==> config.mk <==
export PLATFORM = sky130hd
export DESIGN_NAME = rss_sampler
export DESIGN_NICKNAME = d
export VERILOG_FILES = /design/src/rss_sync2.v /design/src/rss_sampler.v
export VERILOG_INCLUDE_DIRS = /design/src
export SDC_FILE = /design/constraint.sdc
export NUM_CORES = 1
export LEC_CHECK = 0
export BUFFER_PORTS_ARGS = -buffer_cell sky130_fd_sc_hd__buf_2
export CAP_MARGIN = 20
export CELL_PAD_IN_SITES_DETAIL_PLACEMENT = 0
export CELL_PAD_IN_SITES_GLOBAL_PLACEMENT = 2
export CORE_MARGIN = 1
export CORE_UTILIZATION = 33
export CTS_CLUSTER_SIZE = 16
export DETAILED_ROUTE_END_ITERATION = 16
export GPL_ROUTABILITY_DRIVEN = 1
export HOLD_SLACK_MARGIN = 0.02
export PLACE_DENSITY_LB_ADDON = 0.12
export SYNTH_ARGS = -nofsm -noshare
export SYNTH_HDL_FRONTEND = slang
export SYNTH_SLANG_ARGS = --single-unit
==> constraint.sdc <==
create_clock -name clk_sys_i -period 7.2 [get_ports clk_sys_i]
set_clock_uncertainty 0.1 [all_clocks]
set_input_delay 1.44 -clock clk_sys_i [delete_from_list [all_inputs] [get_ports clk_sys_i]]
set_output_delay 1.44 -clock clk_sys_i [all_outputs]
set_load 0.05 [all_outputs]
==> src/rss_consts.vh <==
// Constants of the reset strap sampler: strap bit positions, pull defaults,
// register map and timing. Included by the design files only.
`ifndef RSS_CONSTS_VH
`define RSS_CONSTS_VH
// Strap vector bit positions
`define RSS_BIT_BOOT 0
`define RSS_BIT_IRQ 1
`define RSS_BIT_LINK 2
`define RSS_BIT_LOCK 3
`define RSS_BIT_TMA 4
`define RSS_BIT_TMB 5
`define RSS_BIT_TMC 6
`define RSS_NSTRAP 7
// Default strap levels set by the internal pulls during reset
`define RSS_STRAP_DEFAULT 7'h70
// Pull-up select during reset (1 = pull-up, 0 = pull-down)
`define RSS_PULLUP_IN_RESET 7'h70
// Pull-up select after reset (boot select and bus hold pads only)
`define RSS_PULLUP_AFTER 7'h09
// Pads that are driven outputs after reset
`define RSS_DRIVEN_AFTER 7'h76
// Register map (byte addresses)
`define RSS_ADDR_STRAP 4'h0
`define RSS_ADDR_SYSCFG 4'h4
`define RSS_ADDR_SDRCFG 4'h8
`define RSS_ADDR_STATUS 4'hC
`define RSS_SYSCFG_RESET 32'h00000000
`define RSS_SDRCFG_RESET 32'h00000000
// Delay from reset release to pad function switch
`define RSS_SWITCH_NS 100
`define RSS_CLK_MHZ 40
`endif

==> src/rss_sync2.v <==
// Two-flop synchroniser for a vector of pad levels.
// Assumes asynchronous pad inputs and one system clock with enable.
module rss_sync2 #(
    parameter W = 7,
    parameter [W-1:0] INIT = {W{1'b0}}
)
(
    // Clock and reset
    input wire clk_sys_i,
    input wire rst_i,
    input wire ce_i,
    // Data
    input wire [W-1:0] d_i,
    output reg [W-1:0] q_o
);
    reg [W-1:0] meta;

    always @(posedge clk_sys_i or posedge rst_i)
    begin
        if (rst_i)
        begin
            meta <= INIT;
            q_o <= INIT;
        end
        else if (ce_i)
        begin
            meta <= d_i;
            q_o <= meta;
        end
    end
endmodule // rss_sync2

==> src/rss_sampler.v <==
// Reset strap sampler: latches strap pad levels at reset release, switches
// pads to normal role, and exposes settings over a classic Wishbone slave.
// Assumes rst_i is the system reset (active high); rst_in_n_i is the pad-level
// active-low reset input, asynchronous to clk_sys_i.
`include "rss_consts.vh"

// Function
// - Capture every strap level at the rising edge of the active-low reset.
// - Shortly after reset release, return each strap pad to its normal role.
// - Each strap pad is shared: strap role in reset, normal signal afterwards.
// - Internal pulls set default levels, which are latched when undriven.
// - Boot strap 0 boots from external memory; 1 idles awaiting external load.
// - Interrupt strap 0 disables, level-sense; 1 enables, edge-sense four inputs.
// - Link width strap 0 gives 1-bit receive width; 1 gives 4-bit.
// - Lock strap 0 allows one write per config register; 1 always writable.
// - Pulls per default in reset; then boot/bus pads pull up, others drive.
// - Interrupt inputs stay disabled unless strap and vectors enable them.
module rss_sampler #(
    parameter SWITCH_CYCLES = (`RSS_SWITCH_NS * `RSS_CLK_MHZ + 999) / 1000
)
(
    // Clock, reset, enable
    input wire clk_sys_i,
    input wire rst_i,
    input wire ce_i,
    // Pad-level reset and strap pads
    input wire rst_in_n_i,
    input wire [6:0] strap_pad_i,
    // Pad control
    output wire [6:0] pad_pullup_en_o,
    output wire [6:0] pad_pulldown_en_o,
    output wire [6:0] pad_func_oe_o,
    output wire pad_normal_role_o,
    // Normal-role pad outputs from the core
    input wire [6:0] func_out_i,
    output wire [6:0] pad_out_o,
    // Latched settings
    output reg boot_source_strap_o,
    output reg irq_enable_strap_o,
    output reg link_rx_width_strap_o,
    output reg config_reg_lock_strap_o,
    output reg [2:0] test_mode_strap_o,
    output reg boot_from_memory_o,
    output reg boot_wait_external_o,
    output reg [3:0] irq_enable_o,
    output reg [3:0] irq_edge_sense_o,
    output reg [2:0] link_rx_width_o,
    input wire irq_vectors_ready_i,
    // Wishbone classic slave
    input wire wb_cyc_i,
    input wire wb_stb_i,
    input wire wb_we_i,
    input wire [3:0] wb_adr_i,
    input wire [3:0] wb_sel_i,
    input wire [31:0] wb_dat_i,
    output reg [31:0] wb_dat_o,
    output reg wb_ack_o,
    output reg wb_err_o,
    // Configuration registers
    output reg [31:0] system_config_reg_o,
    output reg [31:0] sdram_config_reg_o
);
    localparam ST_RESET = 2'b00;
    localparam ST_HOLD = 2'b01;
    localparam ST_NORMAL = 2'b10;
    // Last count of the hold phase, cut to the counter width on purpose
    localparam [31:0] SWITCH_W = SWITCH_CYCLES;
    localparam [15:0] HOLD_LAST = SWITCH_W[15:0] - 16'h0001;

    reg [1:0] state;
    reg [15:0] hold_cnt;
    reg [6:0] latched;
    reg sys_written;
    reg sdr_written;
    wire [6:0] pad_sync;
    wire rst_sync;
    reg rst_pad_prev;

    // Pad levels and pad reset cross in through two flops
    rss_sync2 #(.W(7), .INIT(`RSS_STRAP_DEFAULT)) u_sync_pad (
        .clk_sys_i(clk_sys_i),
        .rst_i(rst_i),
        .ce_i(ce_i),
        .d_i(strap_pad_i),
        .q_o(pad_sync)
    );
    rss_sync2 #(.W(1), .INIT(1'b0)) u_sync_rst (
        .clk_sys_i(clk_sys_i),
        .rst_i(rst_i),
        .ce_i(ce_i),
        .d_i(rst_in_n_i),
        .q_o(rst_sync)
    );

    function [31:0] rss_merge;
        input [31:0] old;
        input [31:0] data;
        input [3:0] sel;
        integer i;
        begin
            rss_merge = old;
            for (i = 0; i < 4; i = i + 1)
                if (sel[i])
                    rss_merge[i*8 +: 8] = data[i*8 +: 8];
        end
    endfunction

    wire in_reset = (state == ST_RESET);
    wire rise = rst_sync & ~rst_pad_prev;

    // Pull selection follows reset phase
    assign pad_pullup_en_o = in_reset ? `RSS_PULLUP_IN_RESET : `RSS_PULLUP_AFTER;
    assign pad_pulldown_en_o = in_reset ? ~`RSS_PULLUP_IN_RESET : 7'h00;
    assign pad_func_oe_o = (state == ST_NORMAL) ? `RSS_DRIVEN_AFTER : 7'h00;
    assign pad_out_o = (state == ST_NORMAL) ? func_out_i : 7'h00;
    assign pad_normal_role_o = (state == ST_NORMAL);

    always @(posedge clk_sys_i or posedge rst_i)
    begin
        if (rst_i)
        begin
            state <= ST_RESET;
            hold_cnt <= 16'h0000;
            rst_pad_prev <= 1'b0;
            latched <= `RSS_STRAP_DEFAULT;
        end
        else if (ce_i)
        begin
            rst_pad_prev <= rst_sync;
            case (state)
                ST_RESET:
                begin
                    // Sample the pad value seen alongside the reset edge
                    if (rise)
                    begin
                        latched <= pad_sync;
                        hold_cnt <= 16'h0000;
                        state <= ST_HOLD;
                    end
                end
                ST_HOLD:
                begin
                    if (!rst_sync)
                        state <= ST_RESET;
                    else if (hold_cnt >= HOLD_LAST)
                        state <= ST_NORMAL;
                    else
                        hold_cnt <= hold_cnt + 16'h0001;
                end
                ST_NORMAL:
                begin
                    // Pad activity ignored; only a new pad reset re-arms
                    if (!rst_sync)
                        state <= ST_RESET;
                end
                default:
                    state <= ST_RESET;
            endcase
        end
    end

    // Decoded settings, registered from the latched straps
    always @(posedge clk_sys_i or posedge rst_i)
    begin
        if (rst_i)
        begin
            boot_source_strap_o <= 1'b0;
            irq_enable_strap_o <= 1'b0;
            link_rx_width_strap_o <= 1'b0;
            config_reg_lock_strap_o <= 1'b0;
            test_mode_strap_o <= 3'h7;
            boot_from_memory_o <= 1'b0;
            boot_wait_external_o <= 1'b0;
            irq_enable_o <= 4'h0;
            irq_edge_sense_o <= 4'h0;
            link_rx_width_o <= 3'h1;
        end
        else if (ce_i)
        begin
            boot_source_strap_o <= latched[`RSS_BIT_BOOT];
            irq_enable_strap_o <= latched[`RSS_BIT_IRQ];
            link_rx_width_strap_o <= latched[`RSS_BIT_LINK];
            config_reg_lock_strap_o <= latched[`RSS_BIT_LOCK];
            test_mode_strap_o <= latched[`RSS_BIT_TMC:`RSS_BIT_TMA];
            boot_from_memory_o <= (state == ST_NORMAL) & ~latched[`RSS_BIT_BOOT];
            boot_wait_external_o <= (state == ST_NORMAL) & latched[`RSS_BIT_BOOT];
            irq_enable_o <= {4{(state == ST_NORMAL) & latched[`RSS_BIT_IRQ] & irq_vectors_ready_i}};
            irq_edge_sense_o <= {4{latched[`RSS_BIT_IRQ]}};
            link_rx_width_o <= latched[`RSS_BIT_LINK] ? 3'h4 : 3'h1;
        end
    end

    // Wishbone slave: ack (err if unmapped) one cycle after request, dropped the next cycle
    wire req = wb_cyc_i & wb_stb_i & ~wb_ack_o & ~wb_err_o;
    wire hit_sys = (wb_adr_i == `RSS_ADDR_SYSCFG);
    wire hit_sdr = (wb_adr_i == `RSS_ADDR_SDRCFG);
    wire mapped = hit_sys | hit_sdr | (wb_adr_i == `RSS_ADDR_STRAP) | (wb_adr_i == `RSS_ADDR_STATUS);
    wire sys_open = latched[`RSS_BIT_LOCK] | ~sys_written;
    wire sdr_open = latched[`RSS_BIT_LOCK] | ~sdr_written;

    always @(posedge clk_sys_i or posedge rst_i)
    begin
        if (rst_i)
        begin
            wb_ack_o <= 1'b0;
            wb_err_o <= 1'b0;
            wb_dat_o <= 32'h00000000;
            sys_written <= 1'b0;
            sdr_written <= 1'b0;
            system_config_reg_o <= `RSS_SYSCFG_RESET;
            sdram_config_reg_o <= `RSS_SDRCFG_RESET;
        end
        else if (ce_i)
        begin
            wb_ack_o <= req & mapped;
            wb_err_o <= req & ~mapped;
            if (req && wb_we_i && hit_sys && sys_open && (state == ST_NORMAL))
            begin
                system_config_reg_o <= rss_merge(system_config_reg_o, wb_dat_i, wb_sel_i);
                sys_written <= 1'b1;
            end
            if (req && wb_we_i && hit_sdr && sdr_open && (state == ST_NORMAL))
            begin
                sdram_config_reg_o <= rss_merge(sdram_config_reg_o, wb_dat_i, wb_sel_i);
                sdr_written <= 1'b1;
            end
            if (state == ST_RESET)
            begin
                sys_written <= 1'b0;
                sdr_written <= 1'b0;
            end
            if (req && !wb_we_i)
            begin
                case (wb_adr_i)
                    `RSS_ADDR_STRAP: wb_dat_o <= {25'h0, latched};
                    `RSS_ADDR_SYSCFG: wb_dat_o <= system_config_reg_o;
                    `RSS_ADDR_SDRCFG: wb_dat_o <= sdram_config_reg_o;
                    `RSS_ADDR_STATUS: wb_dat_o <= {28'h0000000, sdr_written, sys_written, state};
                    default: wb_dat_o <= 32'h00000000;
                endcase
            end
        end
    end
endmodule // rss_sampler

==> flow_results.xml, run 1 <==
<?xml version="1.0" encoding="UTF-8"?>
<metrics>
  <group name="floorplanning">
    <metric name="num_rows" unit="">51</metric>
    <metric name="starting_utilization_of_the_core_area" unit="">0.337</metric>
    <metric name="die_width" unit="um">143</metric>
    <metric name="chipHeight" unit="um">143</metric>
    <metric name="floorplan.io_pins" unit="">209</metric>
    <metric name="placeableCoreArea" unit="mm2">0.0195</metric>
    <metric name="floorplan.die_area" unit="mm2">0.0204</metric>
  </group>
  <group name="power">
    <metric name="static_leakage_power" unit="nW">4.26</metric>
    <metric name="sequentialPowerShare" unit="">0.396</metric>
    <metric name="power.share.combinational" unit="">0.203</metric>
    <metric name="clockPowerShare" unit="">0.401</metric>
    <metric name="power_density_cells" unit="mW/mm2">306</metric>
    <metric name="totalPowerFinal" unit="mW">2.54</metric>
    <metric name="switching_power" unit="mW">0.790</metric>
    <metric name="power.internal" unit="mW">1.75</metric>
    <metric name="switching_share" unit="">0.311</metric>
    <metric name="largest_voltage_drop_on_the_vdd_net" unit="mV">0.177</metric>
  </group>
  <group name="sta">
    <metric name="period_needed" unit="ns">3.70</metric>
    <metric name="final-hold-violation-count" unit="">0</metric>
    <metric name="total_negative_slack_for_setup_checks" unit="ns">0</metric>
    <metric name="timing.slew.headroom" unit="">0.326</metric>
    <metric name="grt_setup_unrepaired" unit="">no</metric>
    <metric name="fmaxAchievable" unit="MHz">271</metric>
    <metric name="timing.final.setup_violations" unit="">0</metric>
    <metric name="finalCritPeriodShare" unit="">0.513</metric>
    <metric name="worstMarginPinSlew" unit="ns">1.01</metric>
    <metric name="timing_max_transition_violations_final" unit="">0</metric>
    <metric name="fin_hold_ws" unit="ns">0.371</metric>
  </group>
  <group name="outcome">
    <metric name="run_status" unit="">complete, no violations</metric>
  </group>
  <group name="critical_path">
    <metric name="timing.critical_path.from_type" unit="">input pin</metric>
    <metric name="crit_arrival" unit="ns">3.89</metric>
    <metric name="critical_path.endpoint_type" unit="">register</metric>
    <metric name="required" unit="ns">7.40</metric>
    <metric name="critical_path_class" unit="">in -&gt; reg</metric>
    <metric name="critPathMaxFanout" unit="">64</metric>
  </group>
  <group name="logic_synthesis">
    <metric name="synthDistinctLibCells" unit="">40</metric>
    <metric name="avgSynthCellArea" unit="um2">13.2</metric>
    <metric name="synth-seq-cells" unit="">153</metric>
    <metric name="synth_top_area_share" unit="">0.534</metric>
    <metric name="post-synth-top-count-cell" unit="">sky130_fd_sc_hd__dfrtp_1</metric>
    <metric name="register_area_share_after_synthesis" unit="">0.587</metric>
    <metric name="synth_top_area_cell" unit="">sky130_fd_sc_hd__dfrtp_1</metric>
    <metric name="async_flop_share" unit="">1.00</metric>
    <metric name="netlist_instances" unit="">498</metric>
    <metric name="post_synth_main_area_contributors" unit="">sky130_fd_sc_hd__dfrtp_1, sky130_fd_sc_hd__mux2_2, sky130_fd_sc_hd__dfstp_2</metric>
    <metric name="synth.top_cells.by_count" unit="">sky130_fd_sc_hd__dfrtp_1, sky130_fd_sc_hd__mux2_2, sky130_fd_sc_hd__nand2_1</metric>
    <metric name="synth-main-ff-cell" unit="">sky130_fd_sc_hd__dfrtp_1</metric>
    <metric name="yosysWarnings" unit="">0</metric>
    <metric name="synth_area" unit="mm2">0.00656</metric>
    <metric name="number_of_synthesized_flops_with_an_enable_pin" unit="">0</metric>
  </group>
  <group name="global_route">
    <metric name="first_pass_grt_wire_length" unit="um">25500</metric>
    <metric name="grt_use_met3" unit="">0.0483</metric>
    <metric name="grt_pass1_vias" unit="">4447</metric>
    <metric name="grt_start_max_net_pins" unit="">94</metric>
    <metric name="number_of_antenna_violations_at_the_first_check_in_global_routing" unit="">0</metric>
    <metric name="globalRouteMet1Util" unit="">0.229</metric>
    <metric name="top_usage_layer" unit="">met2</metric>
    <metric name="use_met2" unit="">0.260</metric>
    <metric name="globalRouteTotalUtil" unit="">0.167</metric>
    <metric name="grt.overflow.total" unit="">0</metric>
  </group>
  <group name="place">
    <metric name="place_hpwl" unit="um">11400</metric>
    <metric name="place.gp.congestion" unit="">0.745</metric>
    <metric name="number_of_buffers_inserted_by_port_buffering" unit="">200</metric>
  </group>
  <group name="detailed_routing">
    <metric name="drt.antenna.violating_nets" unit="">0</metric>
    <metric name="total_detailed_routing_wirelength" unit="um">16300</metric>
    <metric name="vias" unit="">4379</metric>
    <metric name="detail_route.iter0.violations" unit="">218</metric>
    <metric name="remaining_drc_errors" unit="">0</metric>
    <metric name="route.detailed.vias_per_inst" unit="">4.61</metric>
    <metric name="detail_route.first_pass.iterations" unit="">4</metric>
    <metric name="post_drt_wl_per_cell" unit="um">17.2</metric>
  </group>
  <group name="clock_tree">
    <metric name="clock_tree.root_cell" unit="">sky130_fd_sc_hd__clkbuf_16</metric>
    <metric name="worst_skew_pair.late_latency" unit="ns">0.42</metric>
    <metric name="cts.sinks" unit="">153</metric>
    <metric name="cts.repair.resized" unit="">0</metric>
    <metric name="cts_tree" unit="">done</metric>
    <metric name="post_cts_hold_buffer_count" unit="">0</metric>
    <metric name="htree_num_levels" unit="">4</metric>
    <metric name="maximum_root_to_sink_buffer_count" unit="">2</metric>
    <metric name="tritoncts.num_buffers" unit="">17</metric>
    <metric name="postCtsSetupBuffers" unit="">0</metric>
    <metric name="clkTransAtPathRegs" unit="ns">0.06</metric>
  </group>
  <group name="layout">
    <metric name="nets" unit="">736</metric>
    <metric name="layout-area-overhead-vs-synth" unit="%">26.6</metric>
    <metric name="antenna_cells_inserted" unit="">0</metric>
    <metric name="drive_above_1_share" unit="">0.523</metric>
  </group>
  <group name="hold_path">
    <metric name="min_path_type" unit="">reg -&gt; reg</metric>
  </group>
  <group name="run">
    <metric name="maxCapViolCount" unit="">0</metric>
  </group>
</metrics>
## state kept, by name, indices dropped and copies added, names as in the netlist, 2 cells and up
register             flops
sdram_config_reg_o      32
system_config_reg_o     32
wb_dat_o                32
hold_cnt                16
latched                  7
u_sync_pad.meta          7
u_sync_pad.q_o           7
test_mode_strap_o        3
link_rx_width_o          2
state                    2
## critical path: stages
cell and delay, ns:
sky130_fd_sc_hd__buf_2 0.61, sky130_fd_sc_hd__nand4b_1 0.38, sky130_fd_sc_hd__or3_2 0.95, sky130_fd_sc_hd__o41ai_1 0.49
## placed cells by master, fill, tap and decap left out, types with 4 or more instances in the layout
master	Yosys	final
sky130_fd_sc_hd__buf_2	1	200
sky130_fd_sc_hd__dfrtp_1	140	140
sky130_fd_sc_hd__mux2_2	92	92
sky130_fd_sc_hd__nand2_1	38	38
sky130_fd_sc_hd__o21ai_0	33	33
sky130_fd_sc_hd__a22oi_1	25	25
sky130_fd_sc_hd__and2_1	21	21
sky130_fd_sc_hd__clkbuf_16	0	17
sky130_fd_sc_hd__dfstp_2	13	13
sky130_fd_sc_hd__inv_1	9	8
sky130_fd_sc_hd__conb_1	1	8
sky130_fd_sc_hd__nor2_1	6	6
sky130_fd_sc_hd__bufinv_16	0	6
sky130_fd_sc_hd__a21oi_1	5	5
sky130_fd_sc_hd__nand2b_1	4	4
sky130_fd_sc_hd__nor4b_4	4	4
sky130_fd_sc_hd__nand3_4	4	4
sky130_fd_sc_hd__mux4_2	4	4
sky130_fd_sc_hd__nor2b_1	4	4
sky130_fd_sc_hd__mux2i_1	4	4
sky130_fd_sc_hd__nand3_1	4	4
sky130_fd_sc_hd__nand3_2	4	4
## stage by stage
stage | cell area, um2 | std cells | worst slack, ns | utilization
floorplan | 6580 | 505 | 1.56 | -
global placement | 7620 | 919 | 3.10 | 0.392
detailed placement | 7620 | 919 | 2.94 | 0.392
CTS | 8300 | 950 | 3.40 | 0.426
global route | 8300 | 950 | 3.26 | 0.426
finish | 8300 | 950 | 3.50 | 0.426
## cell families (layout without fill, tap and decap cells)
family,count (synthesis),after routing,share of synthesized area
compound gates,74,74,0.0714
fa+ha+maj,1,1,0.00191
buf+inv,63,243,0.0540
flops,153,153,0.587
mux,103,103,0.183
other cells,1,8,0.000572
simple gates,103,103,0.103
## power by group through the flow
stage | Combinational [mW] | Clock (mW) | Sequential [mW]
final | 0.516 | 1.02 | 1.01
after global routing | 0.546 | 1.08 | 1.02
after CTS | 0.523 | 1.04 | 1.01
after detailed placement | 0.522 | 0 | 1.02
after global placement | 0.517 | 0 | 1.02
after floorplan | 0.372 | 0 | 1.09
## per-layer routing
metal,vias to the layer above,wire (um)
met5,-,0
met4,0,84
met3,6,833
met2,117,7740
met1,2173,7670
li1,2083,-
## area by class of cell
type                       count  area [um2]
clock buffer                  20         457
clock inverter                11         219
fill                        1864       11200
inverter                       9        38.8
multi-input combinational    289        2380
sequential                   153        3840
tap                          265         332
timing repair buffer         203        1020
## path summary, 6_finish.rpt
| path | start | endpoint | slack, ns | depth (start not counted) |
|---|---|---|---|---|
| min | wb_dat_o[5]$_DFFE_PP0P_ | wb_dat_o[5]$_DFFE_PP0P_ | 0.37 | 2 |
| min reg2reg | wb_dat_o[5]$_DFFE_PP0P_ | wb_dat_o[5]$_DFFE_PP0P_ | 0.37 | 2 |
| min in group asynchronous | rst_i | system_config_reg_o[9]$_DFFE_PP0P_ | 1.08 | 2 |
| max reg2reg | wb_ack_o$_DFFE_PP0P_ | wb_dat_o[4]$_DFFE_PP0P_ | 4.82 | 3 |
| max | ce_i | wb_dat_o[4]$_DFFE_PP0P_ | 3.50 | 4 |
| max in group asynchronous | rst_i | wb_dat_o[24]$_DFFE_PP0P_ | 4.51 | 3 |
No activity file was read; power rests on OpenSTA's default activity.
==> run 2: changes to the inputs <==
- CORE_UTILIZATION: 33 -> 30
- clock period: 7.2 -> 3.36 ns (I/O delays scaled with it)
==> run 2 against run 1 <==
Net effect: global-route usage fell by 0.95 points; via count is 3.8% higher; clock power rose by 110%; sequential cell count is the same; sequential power up 110%; hold slack lost 0.24 ns; routed wire length increased by 3.6%; design area is 0.80% higher; register-to-register slack got worse by 3.8 ns; critical endpoint is now pad_out_o[5].
==> flow_results.xml, run 2 (same netlist as run 1, synthesis figures left out) <==
<?xml version="1.0" encoding="UTF-8"?>
<metrics>
  <group name="floorplanning">
    <metric name="num_rows" unit="">53</metric>
    <metric name="die_width" unit="um">150</metric>
    <metric name="placeableCoreArea" unit="mm2">0.0212</metric>
    <metric name="floorplan.io_pins" unit="">209</metric>
    <metric name="floorplan.die_area" unit="mm2">0.0224</metric>
    <metric name="chipHeight" unit="um">150</metric>
    <metric name="starting_utilization_of_the_core_area" unit="">0.309</metric>
  </group>
  <group name="layout">
    <metric name="final_util" unit="">0.394</metric>
    <metric name="largest_registers" unit="">sdram_config_reg_o x32, system_config_reg_o x32, wb_dat_o x32</metric>
    <metric name="nets" unit="">743</metric>
    <metric name="layout.cells.most_common_list" unit="">sky130_fd_sc_hd__buf_2, sky130_fd_sc_hd__dfrtp_1, sky130_fd_sc_hd__mux2_2, sky130_fd_sc_hd__nand2_1, sky130_fd_sc_hd__o21ai_0</metric>
    <metric name="layout-area-overhead-vs-synth" unit="%">27.6</metric>
    <metric name="drive_above_1_share" unit="">0.527</metric>
    <metric name="most_common_cell_after_layout_fill_and_taps_aside" unit="">sky130_fd_sc_hd__buf_2</metric>
  </group>
  <group name="detailed_routing">
    <metric name="remaining_drc_errors" unit="">0</metric>
    <metric name="total_detailed_routing_wirelength" unit="um">16900</metric>
    <metric name="detail_route.iter0.violations" unit="">195</metric>
    <metric name="vias" unit="">4546</metric>
    <metric name="drt.antenna.violating_nets" unit="">0</metric>
    <metric name="detail_route.first_pass.iterations" unit="">4</metric>
    <metric name="post_drt_wl_per_cell" unit="um">17.5</metric>
    <metric name="route.detailed.vias_per_inst" unit="">4.70</metric>
  </group>
  <group name="clock_tree">
    <metric name="postCtsSetupBuffers" unit="">0</metric>
    <metric name="clkTransAtPathRegs" unit="ns">0.06</metric>
    <metric name="maximum_root_to_sink_buffer_count" unit="">2</metric>
    <metric name="tritoncts.num_buffers" unit="">17</metric>
    <metric name="cts_tree" unit="">done</metric>
    <metric name="clock_tree.root_cell" unit="">sky130_fd_sc_hd__clkbuf_16</metric>
    <metric name="htree_num_levels" unit="">4</metric>
    <metric name="cts.sinks" unit="">153</metric>
    <metric name="worst_skew_pair.late_latency" unit="ns">0.43</metric>
    <metric name="cts.repair.resized" unit="">0</metric>
    <metric name="post_cts_hold_buffer_count" unit="">0</metric>
  </group>
  <group name="global_route">
    <metric name="grt_start_max_net_pins" unit="">59</metric>
    <metric name="globalRouteTotalUtil" unit="">0.158</metric>
    <metric name="grt_pass1_vias" unit="">4575</metric>
    <metric name="number_of_antenna_violations_at_the_first_check_in_global_routing" unit="">1</metric>
    <metric name="first_pass_grt_wire_length" unit="um">26200</metric>
    <metric name="grt.overflow.total" unit="">0</metric>
  </group>
  <group name="place">
    <metric name="number_of_buffers_inserted_by_port_buffering" unit="">200</metric>
    <metric name="place_hpwl" unit="um">12100</metric>
    <metric name="place.gp.congestion" unit="">0.751</metric>
  </group>
  <group name="sta">
    <metric name="timing.final.setup_violations" unit="">0</metric>
    <metric name="timing.slew.headroom" unit="">0.462</metric>
    <metric name="worstMarginPinSlew" unit="ns">0.806</metric>
    <metric name="total_negative_slack_for_setup_checks" unit="ns">0</metric>
    <metric name="fmaxAchievable" unit="MHz">349</metric>
    <metric name="finalCritPeriodShare" unit="">0.852</metric>
    <metric name="period_needed" unit="ns">2.86</metric>
    <metric name="grt_setup_unrepaired" unit="">no</metric>
    <metric name="final-hold-violation-count" unit="">0</metric>
    <metric name="timing_max_transition_violations_final" unit="">0</metric>
  </group>
  <group name="power">
    <metric name="largest_voltage_drop_on_the_vdd_net" unit="mV">0.440</metric>
    <metric name="static_leakage_power" unit="nW">4.28</metric>
    <metric name="power_density_cells" unit="mW/mm2">643</metric>
  </group>
  <group name="critical_path">
    <metric name="required" unit="ns">2.59</metric>
    <metric name="crit_arrival" unit="ns">2.09</metric>
    <metric name="critical_path_class" unit="">reg -&gt; out</metric>
    <metric name="timing.critical_path.from_type" unit="">register</metric>
    <metric name="critPathMaxFanout" unit="">16</metric>
    <metric name="critical_path.endpoint_type" unit="">primary output</metric>
  </group>
  <group name="hold_path">
    <metric name="min_path_type" unit="">in -&gt; async</metric>
  </group>
  <group name="outcome">
    <metric name="run_status" unit="">complete, no violations</metric>
  </group>
  <group name="run">
    <metric name="maxCapViolCount" unit="">0</metric>
  </group>
</metrics>
[run 2: critical path, stage by stage, from the launching register on]
cell and delay (ns):
sky130_fd_sc_hd__dfrtp_1 0.49, sky130_fd_sc_hd__nor2b_1 0.70, sky130_fd_sc_hd__and2_1 0.22, sky130_fd_sc_hd__buf_2 0.26
[run 2: per-stage QoR]
stage | total power, mW | hold WS (ns) | area [um2] | cells | worst slack [ns]
after floorplan | 3.14 | 0.321 | 6590 | 505 | 0.668
after global placement | 3.31 | 0.354 | 7710 | 936 | 0.650
after detailed placement | 3.32 | 0.362 | 7710 | 936 | 0.620
after CTS | 5.47 | 0.126 | 8360 | 967 | 0.464
after global routing | 5.63 | 0.143 | 8360 | 967 | 0.290
final | 5.38 | 0.133 | 8360 | 968 | 0.496
[run 2: layer usage]
metal  wire, um  part of all wire  up-vias  track usage
met1       7410              0.44     2258        0.206
met5          0                 0        -            0
li1           -                 -     2099            -
met3       1180             0.070       19       0.0454
met2       8030              0.47      170        0.247
met4        291             0.017        0       0.0611
[run 2: worst paths after layout]
kind	start	endpoint	slack, ns	cells after the start
min	rst_i	boot_source_strap_o$_DFFE_PP0P_	0.13	2
max in group asynchronous	rst_i	u_sync_pad.meta[5]$_DFFE_PP1P_	2.30	3
min reg2reg	link_rx_width_o[0]$_DFFE_PP1P_	link_rx_width_o[0]$_DFFE_PP1P_	0.37	2
min in group clk_sys_i	link_rx_width_o[0]$_DFFE_PP1P_	link_rx_width_o[0]$_DFFE_PP1P_	0.37	2
max reg2reg	wb_ack_o$_DFFE_PP0P_	wb_dat_o[14]$_DFFE_PP0P_	1.01	5
max	state[1]$_DFFE_PP0P_	pad_out_o[5]	0.50	3
[run 2: layout make-up]
class | instances | area (um2)
Fill cell | 2090 | 12900
Inverter | 9 | 37.5
Tap cell | 275 | 344
Timing Repair Buffer | 210 | 1100
Clock buffer | 19 | 453
Clock inverter | 12 | 198
Sequential cell | 153 | 3840
Multi-Input combinational cell | 289 | 2380
Antenna cell | 1 | 2.50
[run 2: power breakdown]
part / leakage (nW) / internal (mW) / switching, mW / total (mW)
sequential: 2.05 / 2.02 / 0.118 / 2.14
clock: 0.316 / 1.35 / 0.758 / 2.11
combinational: 1.92 / 0.308 / 0.822 / 1.13
